<file path="src/i2cmb_pkg.sv">
// Shared constants, state codes and carriers of the I2C master byte engine.
// Assumes a single 100 MHz system clock domain and open-drain bus pins.
package i2cmb_pkg;

  // Widths and reset values
  localparam int unsigned I2CMB_BYTE_W   = 8;
  localparam logic [7:0]  I2CMB_BYTE_RST = 8'h00;
  localparam logic [4:0]  I2CMB_PH_RST   = 5'h00;
  localparam logic [7:0]  I2CMB_BAUD_RST = 8'h00;

  // Phase counts: in transmit and receive, even phases hold SCL low, odd phases release it
  localparam logic [4:0]  I2CMB_PH_ONE      = 5'h01;
  localparam logic [4:0]  I2CMB_PH_TWO      = 5'h02;
  localparam logic [4:0]  I2CMB_PH_RX_LAST  = 5'h0f;
  localparam logic [4:0]  I2CMB_PH_ACK_LOW  = 5'h10;
  localparam logic [4:0]  I2CMB_PH_TX_LAST  = 5'h11;

  // Engine states, one-hot
  typedef enum logic [6:0] {
    I2CMB_IDLE    = 7'h01,
    I2CMB_START   = 7'h02,
    I2CMB_RESTART = 7'h04,
    I2CMB_STOP    = 7'h08,
    I2CMB_TX      = 7'h10,
    I2CMB_RX      = 7'h20,
    I2CMB_ACKSEQ  = 7'h40
  } i2cmb_state_t;

  // Sequence request bits, set by software, cleared by hardware
  typedef struct packed {
    logic start_request;
    logic restart_request;
    logic stop_request;
    logic ack_sequence_request;
    logic receive_request;
  } i2cmb_req_t;

  // Status flags seen by software
  typedef struct packed {
    logic buffer_full_flag;
    logic ack_status_bit;
    logic port_irq_flag;
    logic write_collision_flag;
    logic receive_overflow_flag;
  } i2cmb_flags_t;

  // Bus pin levels as sampled
  typedef struct packed {
    logic scl;
    logic sda;
  } i2cmb_pins_t;

endpackage

</file>
<file path="src/i2cmb_sync.sv">
// Two-stage synchroniser for the sampled SCL and SDA pin levels.
// Assumes the pins are asynchronous to sys_clk; idle bus reads high.
`timescale 1ns/1ps
`default_nettype none
module i2cmb_sync
  import i2cmb_pkg::*;
(
  input  wire logic        sys_clk,
  input  wire logic        rst,
  input  wire i2cmb_pins_t pins_async,
  output var  i2cmb_pins_t pins_sync
);

  typedef struct packed {
    i2cmb_pins_t meta;
    i2cmb_pins_t stable;
  } i2cmb_sync_t;

  i2cmb_sync_t st_r;
  i2cmb_sync_t st_nxt;

  // First stage feeds only the second stage
  always_comb
  begin
    st_nxt.meta   = pins_async;
    st_nxt.stable = st_r.meta;
  end

  // Released bus idles high, so reset to high
  always_ff @(posedge sys_clk)
  begin
    if (rst)
    begin
      st_r <= '1;
    end
    else
    begin
      st_r <= st_nxt;
    end
  end

  assign pins_sync = st_r.stable;

endmodule
`default_nettype wire

</file>
<file path="src/i2cmb_baud.sv">
// Baud counter: reloads from the reload value and counts down to rollover.
// Assumes the engine drives load and run from the same clock.
`timescale 1ns/1ps
`default_nettype none
module i2cmb_baud
  import i2cmb_pkg::*;
(
  input  wire logic       sys_clk,
  input  wire logic       rst,
  input  wire logic [7:0] reload,
  input  wire logic       load,
  input  wire logic       run,
  output logic            tick
);

  typedef struct packed {
    logic [7:0] cnt;
  } i2cmb_baud_t;

  i2cmb_baud_t st_r;
  i2cmb_baud_t st_nxt;

  // Rollover marks the end of one bit-phase period
  assign tick = run && !load && (st_r.cnt == I2CMB_BAUD_RST);

  // Load wins over counting; rollover reloads for the next phase
  always_comb
  begin
    st_nxt = st_r;
    if (load || tick)
    begin
      st_nxt.cnt = reload;
    end
    else if (run)
    begin
      st_nxt.cnt = st_r.cnt - 8'h01;
    end
  end

  always_ff @(posedge sys_clk)
  begin
    if (rst)
    begin
      st_r.cnt <= I2CMB_BAUD_RST;
    end
    else
    begin
      st_r <= st_nxt;
    end
  end

endmodule
`default_nettype wire

</file>
<file path="src/i2cmb_engine.sv">
// I2C master byte engine: transmit, receive, acknowledge, start, restart, stop.
// Assumes open-drain pins resolved outside; software drives pulses on sys_clk.
`timescale 1ns/1ps
`default_nettype none
module i2cmb_engine
  import i2cmb_pkg::*;
(
  input  wire logic         sys_clk,
  input  wire logic         rst,
  input  wire logic         scl_in,
  input  wire logic         sda_in,
  output logic              scl_out,
  output logic              scl_oe,
  output logic              sda_out,
  output logic              sda_oe,
  input  wire logic         xfer_buffer_wr,
  input  wire logic [7:0]   xfer_buffer_wdata,
  input  wire logic         xfer_buffer_rd,
  output logic [7:0]        xfer_buffer,
  input  wire i2cmb_req_t   req_set,
  output i2cmb_req_t        requests,
  input  wire logic         ack_data_value,
  input  wire logic [7:0]   baud_reload_value,
  input  wire logic         irq_clear,
  input  wire logic         collision_clear,
  input  wire logic         overflow_clear,
  output i2cmb_flags_t      flags,
  output logic              engine_idle
);

  typedef struct packed {
    i2cmb_state_t st;
    logic [4:0]   ph;
    logic [7:0]   bit_shifter;
    logic [7:0]   xbuf;
    i2cmb_req_t   req;
    i2cmb_flags_t flg;
    logic         scl_drive;
    logic         sda_drive;
    logic         scl_wait;
    logic         pin_level;
    logic         idle;
  } i2cmb_eng_t;

  i2cmb_eng_t  st_r;
  i2cmb_eng_t  st_nxt;
  i2cmb_pins_t pins_s;
  logic        baud_load;
  logic        baud_run;
  logic        baud_tick;

  // Pin levels pass two flip-flops before any logic reads them
  i2cmb_sync u_sync (
    .sys_clk    (sys_clk),
    .rst        (rst),
    .pins_async ({scl_in, sda_in}),
    .pins_sync  (pins_s)
  );

  // Counter runs only in an active sequence and not while SCL is stretched
  i2cmb_baud u_baud (
    .sys_clk (sys_clk),
    .rst     (rst),
    .reload  (baud_reload_value),
    .load    (baud_load),
    .run     (baud_run),
    .tick    (baud_tick)
  );

  // Drive low on SDA for a given bit value
  function automatic logic sda_low_for(input logic bit_val);
    sda_low_for = !bit_val;
  endfunction

  // Reload on entry to a sequence and once a released SCL reads high
  always_comb
  begin
    baud_run  = (st_r.st != I2CMB_IDLE) && !st_r.scl_wait;
    baud_load = (st_r.st == I2CMB_IDLE) && (|req_set || xfer_buffer_wr); // Inputs: no loop
    if (st_r.scl_wait && pins_s.scl)
    begin
      baud_load = 1'b1;
    end
  end

  // Next-state logic of the whole engine
  always_comb
  begin
    st_nxt           = st_r;
    st_nxt.pin_level = 1'b0;

    // Software clears; a hardware set later in this process wins
    if (irq_clear)
    begin
      st_nxt.flg.port_irq_flag = 1'b0;
    end
    if (collision_clear)
    begin
      st_nxt.flg.write_collision_flag = 1'b0;
    end
    if (overflow_clear)
    begin
      st_nxt.flg.receive_overflow_flag = 1'b0;
    end
    if (xfer_buffer_rd)
    begin
      st_nxt.flg.buffer_full_flag = 1'b0;
    end

    // Stretch release: counting resumes once SCL reads high
    if (st_r.scl_wait && pins_s.scl)
    begin
      st_nxt.scl_wait = 1'b0;
    end

    unique case (st_r.st)
      I2CMB_IDLE:
      begin
        // No queuing: one request per idle period, fixed priority
        st_nxt.ph = I2CMB_PH_RST;
        if (req_set.start_request)
        begin
          st_nxt.st                = I2CMB_START;
          st_nxt.req.start_request = 1'b1;
          st_nxt.scl_drive         = 1'b0;
          st_nxt.sda_drive         = 1'b0;
          st_nxt.scl_wait          = 1'b1;
        end
        else if (req_set.restart_request)
        begin
          st_nxt.st                  = I2CMB_RESTART;
          st_nxt.req.restart_request = 1'b1;
          st_nxt.scl_drive           = 1'b1;
          st_nxt.sda_drive           = 1'b0;
        end
        else if (req_set.stop_request)
        begin
          st_nxt.st               = I2CMB_STOP;
          st_nxt.req.stop_request = 1'b1;
          st_nxt.scl_drive        = 1'b1;
          st_nxt.sda_drive        = 1'b1;
        end
        else if (req_set.ack_sequence_request)
        begin
          st_nxt.st                       = I2CMB_ACKSEQ;
          st_nxt.req.ack_sequence_request = 1'b1;
          st_nxt.scl_drive                = 1'b1;
          st_nxt.sda_drive                = sda_low_for(ack_data_value);
        end
        else if (req_set.receive_request)
        begin
          st_nxt.st                  = I2CMB_RX;
          st_nxt.req.receive_request = 1'b1;
          st_nxt.scl_drive           = 1'b1;
          st_nxt.sda_drive           = 1'b0;
        end
        else if (xfer_buffer_wr)
        begin
          // Address or data byte, MSB first on SDA
          st_nxt.st                   = I2CMB_TX;
          st_nxt.xbuf                 = xfer_buffer_wdata;
          st_nxt.bit_shifter          = xfer_buffer_wdata;
          st_nxt.flg.buffer_full_flag = 1'b1;
          st_nxt.scl_drive            = 1'b1;
          st_nxt.sda_drive            = sda_low_for(xfer_buffer_wdata[7]);
        end
      end

      I2CMB_START:
      begin
        // SDA falls while SCL high, then a full period of hold
        if (baud_tick && (st_r.ph == I2CMB_PH_RST))
        begin
          st_nxt.sda_drive = 1'b1;
          st_nxt.ph        = I2CMB_PH_ONE;
        end
        else if (baud_tick)
        begin
          st_nxt.scl_drive          = 1'b1;
          st_nxt.req.start_request  = 1'b0;
          st_nxt.flg.port_irq_flag  = 1'b1;
          st_nxt.st                 = I2CMB_IDLE;
        end
      end

      I2CMB_RESTART:
      begin
        // SDA released with SCL low, SCL released, SDA falls, SCL low
        if (baud_tick && (st_r.ph == I2CMB_PH_RST))
        begin
          st_nxt.scl_drive = 1'b0;
          st_nxt.scl_wait  = 1'b1;
          st_nxt.ph        = I2CMB_PH_ONE;
        end
        else if (baud_tick && (st_r.ph == I2CMB_PH_ONE))
        begin
          st_nxt.sda_drive = 1'b1;
          st_nxt.ph        = I2CMB_PH_TWO;
        end
        else if (baud_tick)
        begin
          st_nxt.scl_drive           = 1'b1;
          st_nxt.req.restart_request = 1'b0;
          st_nxt.flg.port_irq_flag   = 1'b1;
          st_nxt.st                  = I2CMB_IDLE;
        end
      end

      I2CMB_STOP:
      begin
        // SDA low, SCL released, SDA released, one period of bus free
        if (baud_tick && (st_r.ph == I2CMB_PH_RST))
        begin
          st_nxt.scl_drive = 1'b0;
          st_nxt.scl_wait  = 1'b1;
          st_nxt.ph        = I2CMB_PH_ONE;
        end
        else if (baud_tick && (st_r.ph == I2CMB_PH_ONE))
        begin
          st_nxt.sda_drive = 1'b0;
          st_nxt.ph        = I2CMB_PH_TWO;
        end
        else if (baud_tick)
        begin
          st_nxt.req.stop_request  = 1'b0;
          st_nxt.flg.port_irq_flag = 1'b1;
          st_nxt.st                = I2CMB_IDLE;
        end
      end

      I2CMB_ACKSEQ:
      begin
        // One clock with the chosen acknowledge level on SDA
        if (baud_tick && (st_r.ph == I2CMB_PH_RST))
        begin
          st_nxt.scl_drive = 1'b0;
          st_nxt.scl_wait  = 1'b1;
          st_nxt.ph        = I2CMB_PH_ONE;
        end
        else if (baud_tick)
        begin
          st_nxt.scl_drive                = 1'b1;
          st_nxt.req.ack_sequence_request = 1'b0;
          st_nxt.flg.port_irq_flag        = 1'b1;
          st_nxt.st                       = I2CMB_IDLE;
        end
      end

      I2CMB_TX:
      begin
        // Bit changes a cycle after SCL falls for hold; needs a reload of 1 or more
        if (!st_r.ph[0] && !baud_tick)
        begin
          if (st_r.ph == I2CMB_PH_ACK_LOW)
          begin
            st_nxt.sda_drive = 1'b0;
          end
          else
          begin
            st_nxt.sda_drive = sda_low_for(st_r.bit_shifter[7]);
          end
        end
        if (baud_tick && !st_r.ph[0])
        begin
          // Low period over: release SCL, SDA unchanged through high
          st_nxt.scl_drive = 1'b0;
          st_nxt.scl_wait  = 1'b1;
          st_nxt.ph        = st_r.ph + 5'h01;
        end
        else if (baud_tick && (st_r.ph == I2CMB_PH_TX_LAST))
        begin
          // Ninth clock done: capture answer, park with SCL low
          st_nxt.flg.ack_status_bit = pins_s.sda;
          st_nxt.scl_drive          = 1'b1;
          st_nxt.flg.port_irq_flag  = 1'b1;
          st_nxt.st                 = I2CMB_IDLE;
        end
        else if (baud_tick)
        begin
          // SCL falls; next bit goes out only after the fall
          st_nxt.scl_drive   = 1'b1;
          st_nxt.bit_shifter = {st_r.bit_shifter[6:0], 1'b0};
          st_nxt.ph          = st_r.ph + 5'h01;
          if (st_nxt.ph == I2CMB_PH_ACK_LOW)
          begin
            st_nxt.flg.buffer_full_flag = 1'b0;
          end
        end
      end

      I2CMB_RX:
      begin
        if (baud_tick && !st_r.ph[0])
        begin
          st_nxt.scl_drive = 1'b0;
          st_nxt.scl_wait  = 1'b1;
          st_nxt.ph        = st_r.ph + 5'h01;
        end
        else if (baud_tick)
        begin
          // Sample at the end of the high period, MSB first
          st_nxt.bit_shifter = {st_r.bit_shifter[6:0], pins_s.sda};
          st_nxt.scl_drive   = 1'b1;
          st_nxt.ph          = st_r.ph + 5'h01;
          if (st_r.ph == I2CMB_PH_RX_LAST)
          begin
            // Old byte unread: flag overflow, newer byte still lands
            if (st_r.flg.buffer_full_flag && !xfer_buffer_rd)
            begin
              st_nxt.flg.receive_overflow_flag = 1'b1;
            end
            st_nxt.xbuf                 = {st_r.bit_shifter[6:0], pins_s.sda};
            st_nxt.flg.buffer_full_flag = 1'b1;
            st_nxt.flg.port_irq_flag    = 1'b1;
            st_nxt.req.receive_request  = 1'b0;
            st_nxt.st                   = I2CMB_IDLE;
          end
        end
      end
    endcase

    // Any buffer write outside idle is refused and flagged
    if (xfer_buffer_wr && (st_r.st != I2CMB_IDLE))
    begin
      st_nxt.flg.write_collision_flag = 1'b1;
    end

    st_nxt.idle = (st_nxt.st == I2CMB_IDLE);
  end

  // Whole state in one register; bus released and idle after reset
  always_ff @(posedge sys_clk)
  begin
    if (rst)
    begin
      st_r.st          <= I2CMB_IDLE;
      st_r.ph          <= I2CMB_PH_RST;
      st_r.bit_shifter <= I2CMB_BYTE_RST;
      st_r.xbuf        <= I2CMB_BYTE_RST;
      st_r.req         <= '0;
      st_r.flg         <= '0;
      st_r.scl_drive   <= 1'b0;
      st_r.sda_drive   <= 1'b0;
      st_r.scl_wait    <= 1'b0;
      st_r.pin_level   <= 1'b0;
      st_r.idle        <= 1'b1;
    end
    else
    begin
      st_r <= st_nxt;
    end
  end

  // Open-drain: pins only ever pulled low, level fixed at zero
  assign scl_out     = st_r.pin_level;
  assign sda_out     = st_r.pin_level;
  assign scl_oe      = st_r.scl_drive;
  assign sda_oe      = st_r.sda_drive;
  assign xfer_buffer = st_r.xbuf;
  assign requests    = st_r.req;
  assign flags       = st_r.flg;
  assign engine_idle = st_r.idle;

endmodule
`default_nettype wire

</file>
<file path="config.mk">
export PLATFORM = sky130hd
export DESIGN_NAME = i2cmb_engine
export DESIGN_NICKNAME = d
export VERILOG_FILES = /design/src/i2cmb_pkg.sv /design/src/i2cmb_sync.sv /design/src/i2cmb_baud.sv /design/src/i2cmb_engine.sv
export SDC_FILE = /design/constraint.sdc
export NUM_CORES = 1
export LEC_CHECK = 0
export BUFFER_PORTS_ARGS = -buffer_cell sky130_fd_sc_hd__buf_4
export CAP_MARGIN = 20
export CORE_AREA = 2 2 78 80
export DETAILED_ROUTE_END_ITERATION = 8
export DIE_AREA = 0 0 80 82
export GPL_TIMING_DRIVEN = 1
export PLACE_DENSITY = 0.83
export SLEW_MARGIN = 20
export SYNTH_ARGS = -nofsm -noshare
export SYNTH_HDL_FRONTEND = slang
export SYNTH_HIERARCHICAL = 1
export SYNTH_SLANG_ARGS = --single-unit
</file>
<file path="constraint.sdc">
create_clock -name sys_clk -period 8.6 [get_ports sys_clk]
set_input_delay 1.29 -clock sys_clk [delete_from_list [all_inputs] [get_ports sys_clk]]
set_output_delay 1.29 -clock sys_clk [all_outputs]
set_load 0.005 [all_outputs]
</file>
# --- Word level (Yosys, flattened, before mapping) ---
# Cells that the tools add are included.
# Widths: inputs -> output; s select.
totals:
  regBits: 55
  elab_cells: 242
  input_bits: 31
  out_inout_bits: 23
op_classes:
  bitwise_logic: 1
  eq_ne: 53
  reduce_logical: 49
  n_addsub: 2
  n_mux: 113
ops:
  columns: ["operator", "n"]
  rows:
  - ["$mux 16", 7]
  - ["$mux 7", 14]
  - ["$ne 2x2->1 const B", 32]
  - ["$pmux 12 s5", 1]
  - ["$mux 1", 51]
  - ["$mux 8", 4]
  - ["$mux 5", 6]
  - ["$mux 28", 1]
  - ["$mux 13", 2]
  - ["$mux 2", 12]
  - ["$pmux 8 s3", 1]
  - ["$pmux 8 s2", 1]
  - ["$eq 5x5->1 const B", 3]
  - ["$eq 7x1->1 const B", 2]
  - ["$reduce_and 7->1", 2]
  - ["$reduce_bool 2->1", 7]
  - ["$logic_and 1x1->1", 12]
  - ["$ne 3x3->1 const B", 4]
  - ["$reduce_and 12->1", 1]
  - ["$pmux 1 s2", 5]
  - ["$reduce_and 10->1", 1]
  - ["$reduce_and 5->1", 2]
  - ["$reduce_and 9->1", 1]
  - ["$logic_not 1->1", 8]
  - ["other kinds (33)", 38]

# --- Depth between registers and ports, before layout ---
depth:
  depth_word: 12
  depth_mapped: 15
  ltp_nobuf: 11

# --- Cells and area by module ---
# The synthesis kept the hierarchy.
by_module_without_submodules:
  columns: ["module", "instances", "area_per_inst_um2", "cells_per_inst", "seq_area_each_um2"]
  rows:
  - ["i2cmb_engine", 1, 2733.9, 344, 840.8]
  - ["i2cmb_baud", 1, 538.0, 59, 160.2]
  - ["i2cmb_sync", 1, 105.1, 8, 80.1]

# --- Worst setup path after synthesis ---
# OpenSTA, ideal clock, no wires.
synth_timing:
  path_kind: "input to register"
  startpoint: "input req_set[1] in the netlist's numbering"
  endpoint: "register st_r, in the netlist sda_oe"
  cell_stages: 13
  t_arrival_ns: 3.936
  required_time_ns: 8.465
  setup_slack_ns: 4.529
  setup_time_ns: 0.135
  path_buffers: 3
  path_cell_list: "or4_1 -> clkbuf_1 -> nor3_1 -> o31ai_1 -> nand3b_1 -> nor3_1 -> clkbuf_1 -> clkbuf_1 -> nand4b_1 -> a22oi_1 -> o211ai_1 -> a2111oi_1 -> a211oi_1"
synth_between:
  elab_chain_cells: 11
  word_cells_on_any_way: 24
  classes_between: "7 x eq/ne; 6 x mux; 11 x reduce/logical"
synth_lines:
  columns: ["element", "line_no", "rtl"]
  rows:
  - ["start: declaration", "i2cmb_engine.sv:20", "input wire i2cmb_req_t req_set,"]
  - ["$reduce_or 5->1 (*)", "i2cmb_engine.sv:79", "baud_load = (st_r.st == I2CMB_IDLE) && (|req_set || xfer_buffer_wr);"]
  - ["$logic_or 1x1->1 (*)", "i2cmb_engine.sv:79", null]
  - ["$logic_and 1x1->1 (*)", "i2cmb_engine.sv:79", null]
  - ["$mux 1 (*)", "i2cmb_engine.sv:80", "if (st_r.scl_wait && pins_s.scl)"]
  - ["via baud_load", "i2cmb_engine.sv:48", "logic baud_load;"]
  - ["$logic_not 1->1 (*)", "i2cmb_baud.sv:24", "assign tick = run && !load && (st_r.cnt == I2CMB_BAUD_RST);"]
  - ["$logic_and 1x1->1 (*) (2 in series)", "i2cmb_baud.sv:24", null]
  - ["via baud_tick", "i2cmb_engine.sv:50", "logic baud_tick;"]
  - ["$logic_not 1->1", "i2cmb_engine.sv:252", "if (!st_r.ph[0] && !baud_tick)"]
  - ["$logic_and 1x1->1", "i2cmb_engine.sv:252", null]
  - ["$ne 2x2->1 (no source line)", null, null]
  - ["$reduce_and 8->1 (no source line) (*)", null, null]
  - ["end signal: assignment", "i2cmb_engine.sv:350", "st_r <= st_nxt;"]
  - ["end: declaration", "i2cmb_engine.sv:45", "i2cmb_eng_t st_r;"]
# Mark *: on every way through the listed nets, which the timed path passes. The rest lies on a longest branch.
# A chain may end at the register's enable or synchronous reset.

# --- Final worst setup path ---
layout_timing:
  startpoint: "input req_set[1] in the netlist's numbering"
  endpoint: "register st_r, in the netlist scl_oe"
layout_between:
  elab_chain_cells: 11
  word_cells_on_any_way: 30
  classes_between: "5 x eq/ne; 14 x mux; 11 x reduce/logical"
layout_lines:
  columns: ["element", "line_no", "rtl"]
  rows:
  - ["$reduce_or 5->1 (*)", "i2cmb_engine.sv:79", null]
  - ["$logic_or 1x1->1 (*)", "i2cmb_engine.sv:79", null]
  - ["$logic_and 1x1->1 (*)", "i2cmb_engine.sv:79", null]
  - ["$mux 1 (*)", "i2cmb_engine.sv:80", null]
  - ["via baud_load", "i2cmb_engine.sv:48", null]
  - ["$logic_not 1->1 (*)", "i2cmb_baud.sv:24", null]
  - ["$logic_and 1x1->1 (*) (2 in series)", "i2cmb_baud.sv:24", null]
  - ["via baud_tick", "i2cmb_engine.sv:50", null]
  - ["$mux 1 / $logic_and 1x1->1 (equally long branches)", null, null]
  - ["$mux 1 (on tied branches)", null, null]
  - ["$mux 1 (on tied branches)", "i2cmb_engine.sv:263, i2cmb_engine.sv:189", null]
  - ["$pmux 1 s7", "i2cmb_engine.sv:116", "unique case (st_r.st)"]
# Mark *: on every way through the listed nets, which the timed path passes. The rest lies on a longest branch. The select of a mux whose other input is x is not followed.

==> impl_metrics.json <==
{
  "grt_pass1_vias": 2769,
  "cp-start-kind": "input pin",
  "synth-compound-area-share_pct": 26.27,
  "post-route-min-period_ns": 4.590,
  "synthXorXnorAreaFrac_pct": 2.334,
  "cts_tree": "done",
  "ir_drop_mv": 0.09127,
  "yosysSeqAreaShare_pct": 32.01,
  "dpl_cell_area_mm2": 0.003582,
  "numCtsBuffers": 5,
  "setup_tns_ns": 0,
  "track_usage_pct": 26.10,
  "rsz0062_at_grt": "no",
  "rr_worst_depth": 12,
  "min_from": "u_sync/st_nxt[1]",
  "vias": 3202,
  "async_flop_share_pct": 0,
  "area_growth_pct": 8.818,
  "drcViolationCount": 0,
  "viasPerCell": 6.378,
  "root_buffer": "clkbuf_8",
  "layout.cells.most_common": "dfxtp_1",
  "hp-class": "flop to flop",
  "clk_pin_slew_ns": 0.10,
  "dp_hpwl_um": 5988,
  "layout_common_cells": "dfxtp_1 (54), buf_4 (53), nor2_1 (51), a21oi_1 (32), a211oi_1 (20)",
  "hold_buffers": 0,
  "synth_area_mm2": 0.003377,
  "ys_ff_latch": 54,
  "clock_sinks": 54,
  "synth_area_leaders": "dfxtp_1 (32%), nor2_1 (5.7%), a21oi_1 (4.7%)",
  "r2r_start": "st_r[37]",
  "ioPinCount": 54,
  "fin_area_mm2": 0.003675,
  "clock_latency_ns": 0.32,
  "p_leak_nw": 1.391,
  "gr-total-overflow": 0,
  "end_kind": "flop",
  "worst_ep_arrival_time_ns": 4.83,
  "finalWeightedCongestion": 0.9487,
  "timing.final.crit_share_pct": 53.38,
  "fp.dieArea_mm2": 0.006560,
  "holdPathEnd": "u_sync/pins_sync[1]",
  "grt_max_degree": 56,
  "cts_max_level": 2,
  "drt_wl_total_um": 8495,
  "yosys.area_share.adder_pct": 2.223,
  "port_buffers": 51,
  "synthSimpleGateAreaFrac_pct": 26.12,
  "num_antenna_cells": 0,
  "syn_avg_cell_area_um2": 8.217,
  "synthFlopType": "dfxtp_1",
  "start_util_pct": 58.78,
  "postRouteAntennaNets": 0,
  "drv_cap": 0,
  "fp.coreArea_mm2": 0.005746,
  "dr.pass1.iters": 5,
  "grt_pass1_wl_um": 13500,
  "worstPathRequired_ns": 8.84,
  "crit_fanout": 27,
  "nFillCells": 520,
  "worstMarginPinSlew_ns": 0.8885,
  "crit_type": "input pin to flop",
  "final-hold-violation-count": 0,
  "final_core_utilization_pct": 63.96,
  "setup_viol": 0,
  "outcome": "completed",
  "synth.distinct_cells": 65,
  "yosysWarnings": 6,
  "regArea_mm2": 0.001081,
  "multi_input_area_mm2": 0.001946,
  "max_freq_ghz": 0.2178,
  "synthMuxAreaShare_pct": 0.2964,
  "hold_depth": 1,
  "power_density_mw_per_mm2": 162.4,
  "syn_inst": 411,
  "slew_headroom_pct": 40.66,
  "r2r_end": "scl_oe",
  "post-cts-setup-buffers": 0,
  "synth_edf_count": 0,
  "die_h_um": 82,
  "slew_violations": 0,
  "rows": 28,
  "synth_top_family_by_area": "compound AO/OA/AOI/OAI gates",
  "worst_hold_slack_ns": 0.4258,
  "fin_nets": 463,
  "routedWlPerCell_um": 16.92,
  "final.setup_skew_ns": 0.008241,
  "yosysTopAreaCell": "dfxtp_1",
  "r2r_setup_slack_ns": 4.72,
  "layout-drive-gt1-share_pct": 21.31,
  "clock_path_buffers": 2,
  "antenna_found_initial": 0,
  "ctsResizeCount": 0,
  "yosys.area.top_type_share_pct": 32.01,
  "initialDrtViolationCount": 361,
  "dieWidth_um": 80
}
flip-flops by register name, indices dropped and copies added (netlist names):
register          cells
u_baud/st_r           8
u_sync/pins_sync      2
requests              5
xfer_buffer           8
scl_oe                1
u_sync/st_nxt         2
flags                 5
st_r                 21
engine_idle           1
sda_oe                1
cells in the mapped netlist, types with 10 or more instances:
library cell,instances
a211oi_1,20
a21oi_1,32
a22oi_1,12
and3_1,11
buf_4,21
clkbuf_1,13
dfxtp_1,54
inv_1,17
nand2_1,15
nor2_1,51
nor3_1,10
o21ai_0,13
worst max-delay path: stages:
cell and delay (ns):
buf_4 0.13, or4_1 0.63, nor3_1 0.37, o31ai_1 0.22, nand3b_1 0.25, nor3_2 0.15, buf_4 0.29, nand3b_1 0.13
a211oi_2 0.79, a32oi_1 0.13, a21oi_1 0.18, a211oi_1 0.06, a211oi_1 0.21
kinds of logic (layout without fill, tap and decap cells):
logic type      after synthesis  count (layout)
buf+inv                      63              78
mux                           1               1
flops                        54              54
xor+xnor                      9               9
other cells                   1               2
compound gates              122             122
fa+ha+maj                     6               6
simple gates                155             155
power breakdown:
part	switching, mW	internal [mW]	leakage [nW]
clock network	0.0903	0.0584	0.0408
registers	0.0217	0.267	0.441
logic	0.0903	0.0693	0.909
total	0.202	0.394	1.39
per-stage QoR:
stage / worst slack (ns) / std cells / power [mW]
2_1_floorplan: 4.529 / 412 / 0.4112
3_3_place_gp: 3.905 / 494 / 0.4452
3_5_place_dp: 3.748 / 494 / 0.4499
4_1_cts: 4.083 / 502 / 0.5961
5_1_grt: 3.695 / 502 / 0.6251
6_report: 4.010 / 502 / 0.5967
metal layers:
metal  up-vias  routed length [um]  GRT usage [%]
met2       163                3897          40.58
met5         -                   0              0
met4         0                 214          11.02
li1       1518                   -              -
met3        21                 637          2.857
met1      1500                3746          36.81
cell type report:
class                   instances  area share (%)
flip-flops and latches         54           29.42
clock inverters                 3          0.6469
inverters                      17           1.736
clock buffers                   5           1.873
well taps                      75           2.554
repair buffers                 53           10.83
multi-input cells             295           52.95
worst max-delay path by stage:
stage          slack, ns  depth (start not counted)      to        from
6_report            4.01                         13  scl_oe  req_set[1]
5_1_grt             3.70                         13  scl_oe  req_set[1]
4_1_cts             4.08                         13  scl_oe  req_set[1]
3_5_place_dp        3.75                         13  scl_oe  req_set[1]
3_3_place_gp        3.91                         13  scl_oe  req_set[1]
2_1_floorplan       4.53                         13  sda_oe  req_set[1]
No activity file was read; power rests on OpenSTA's default activity.
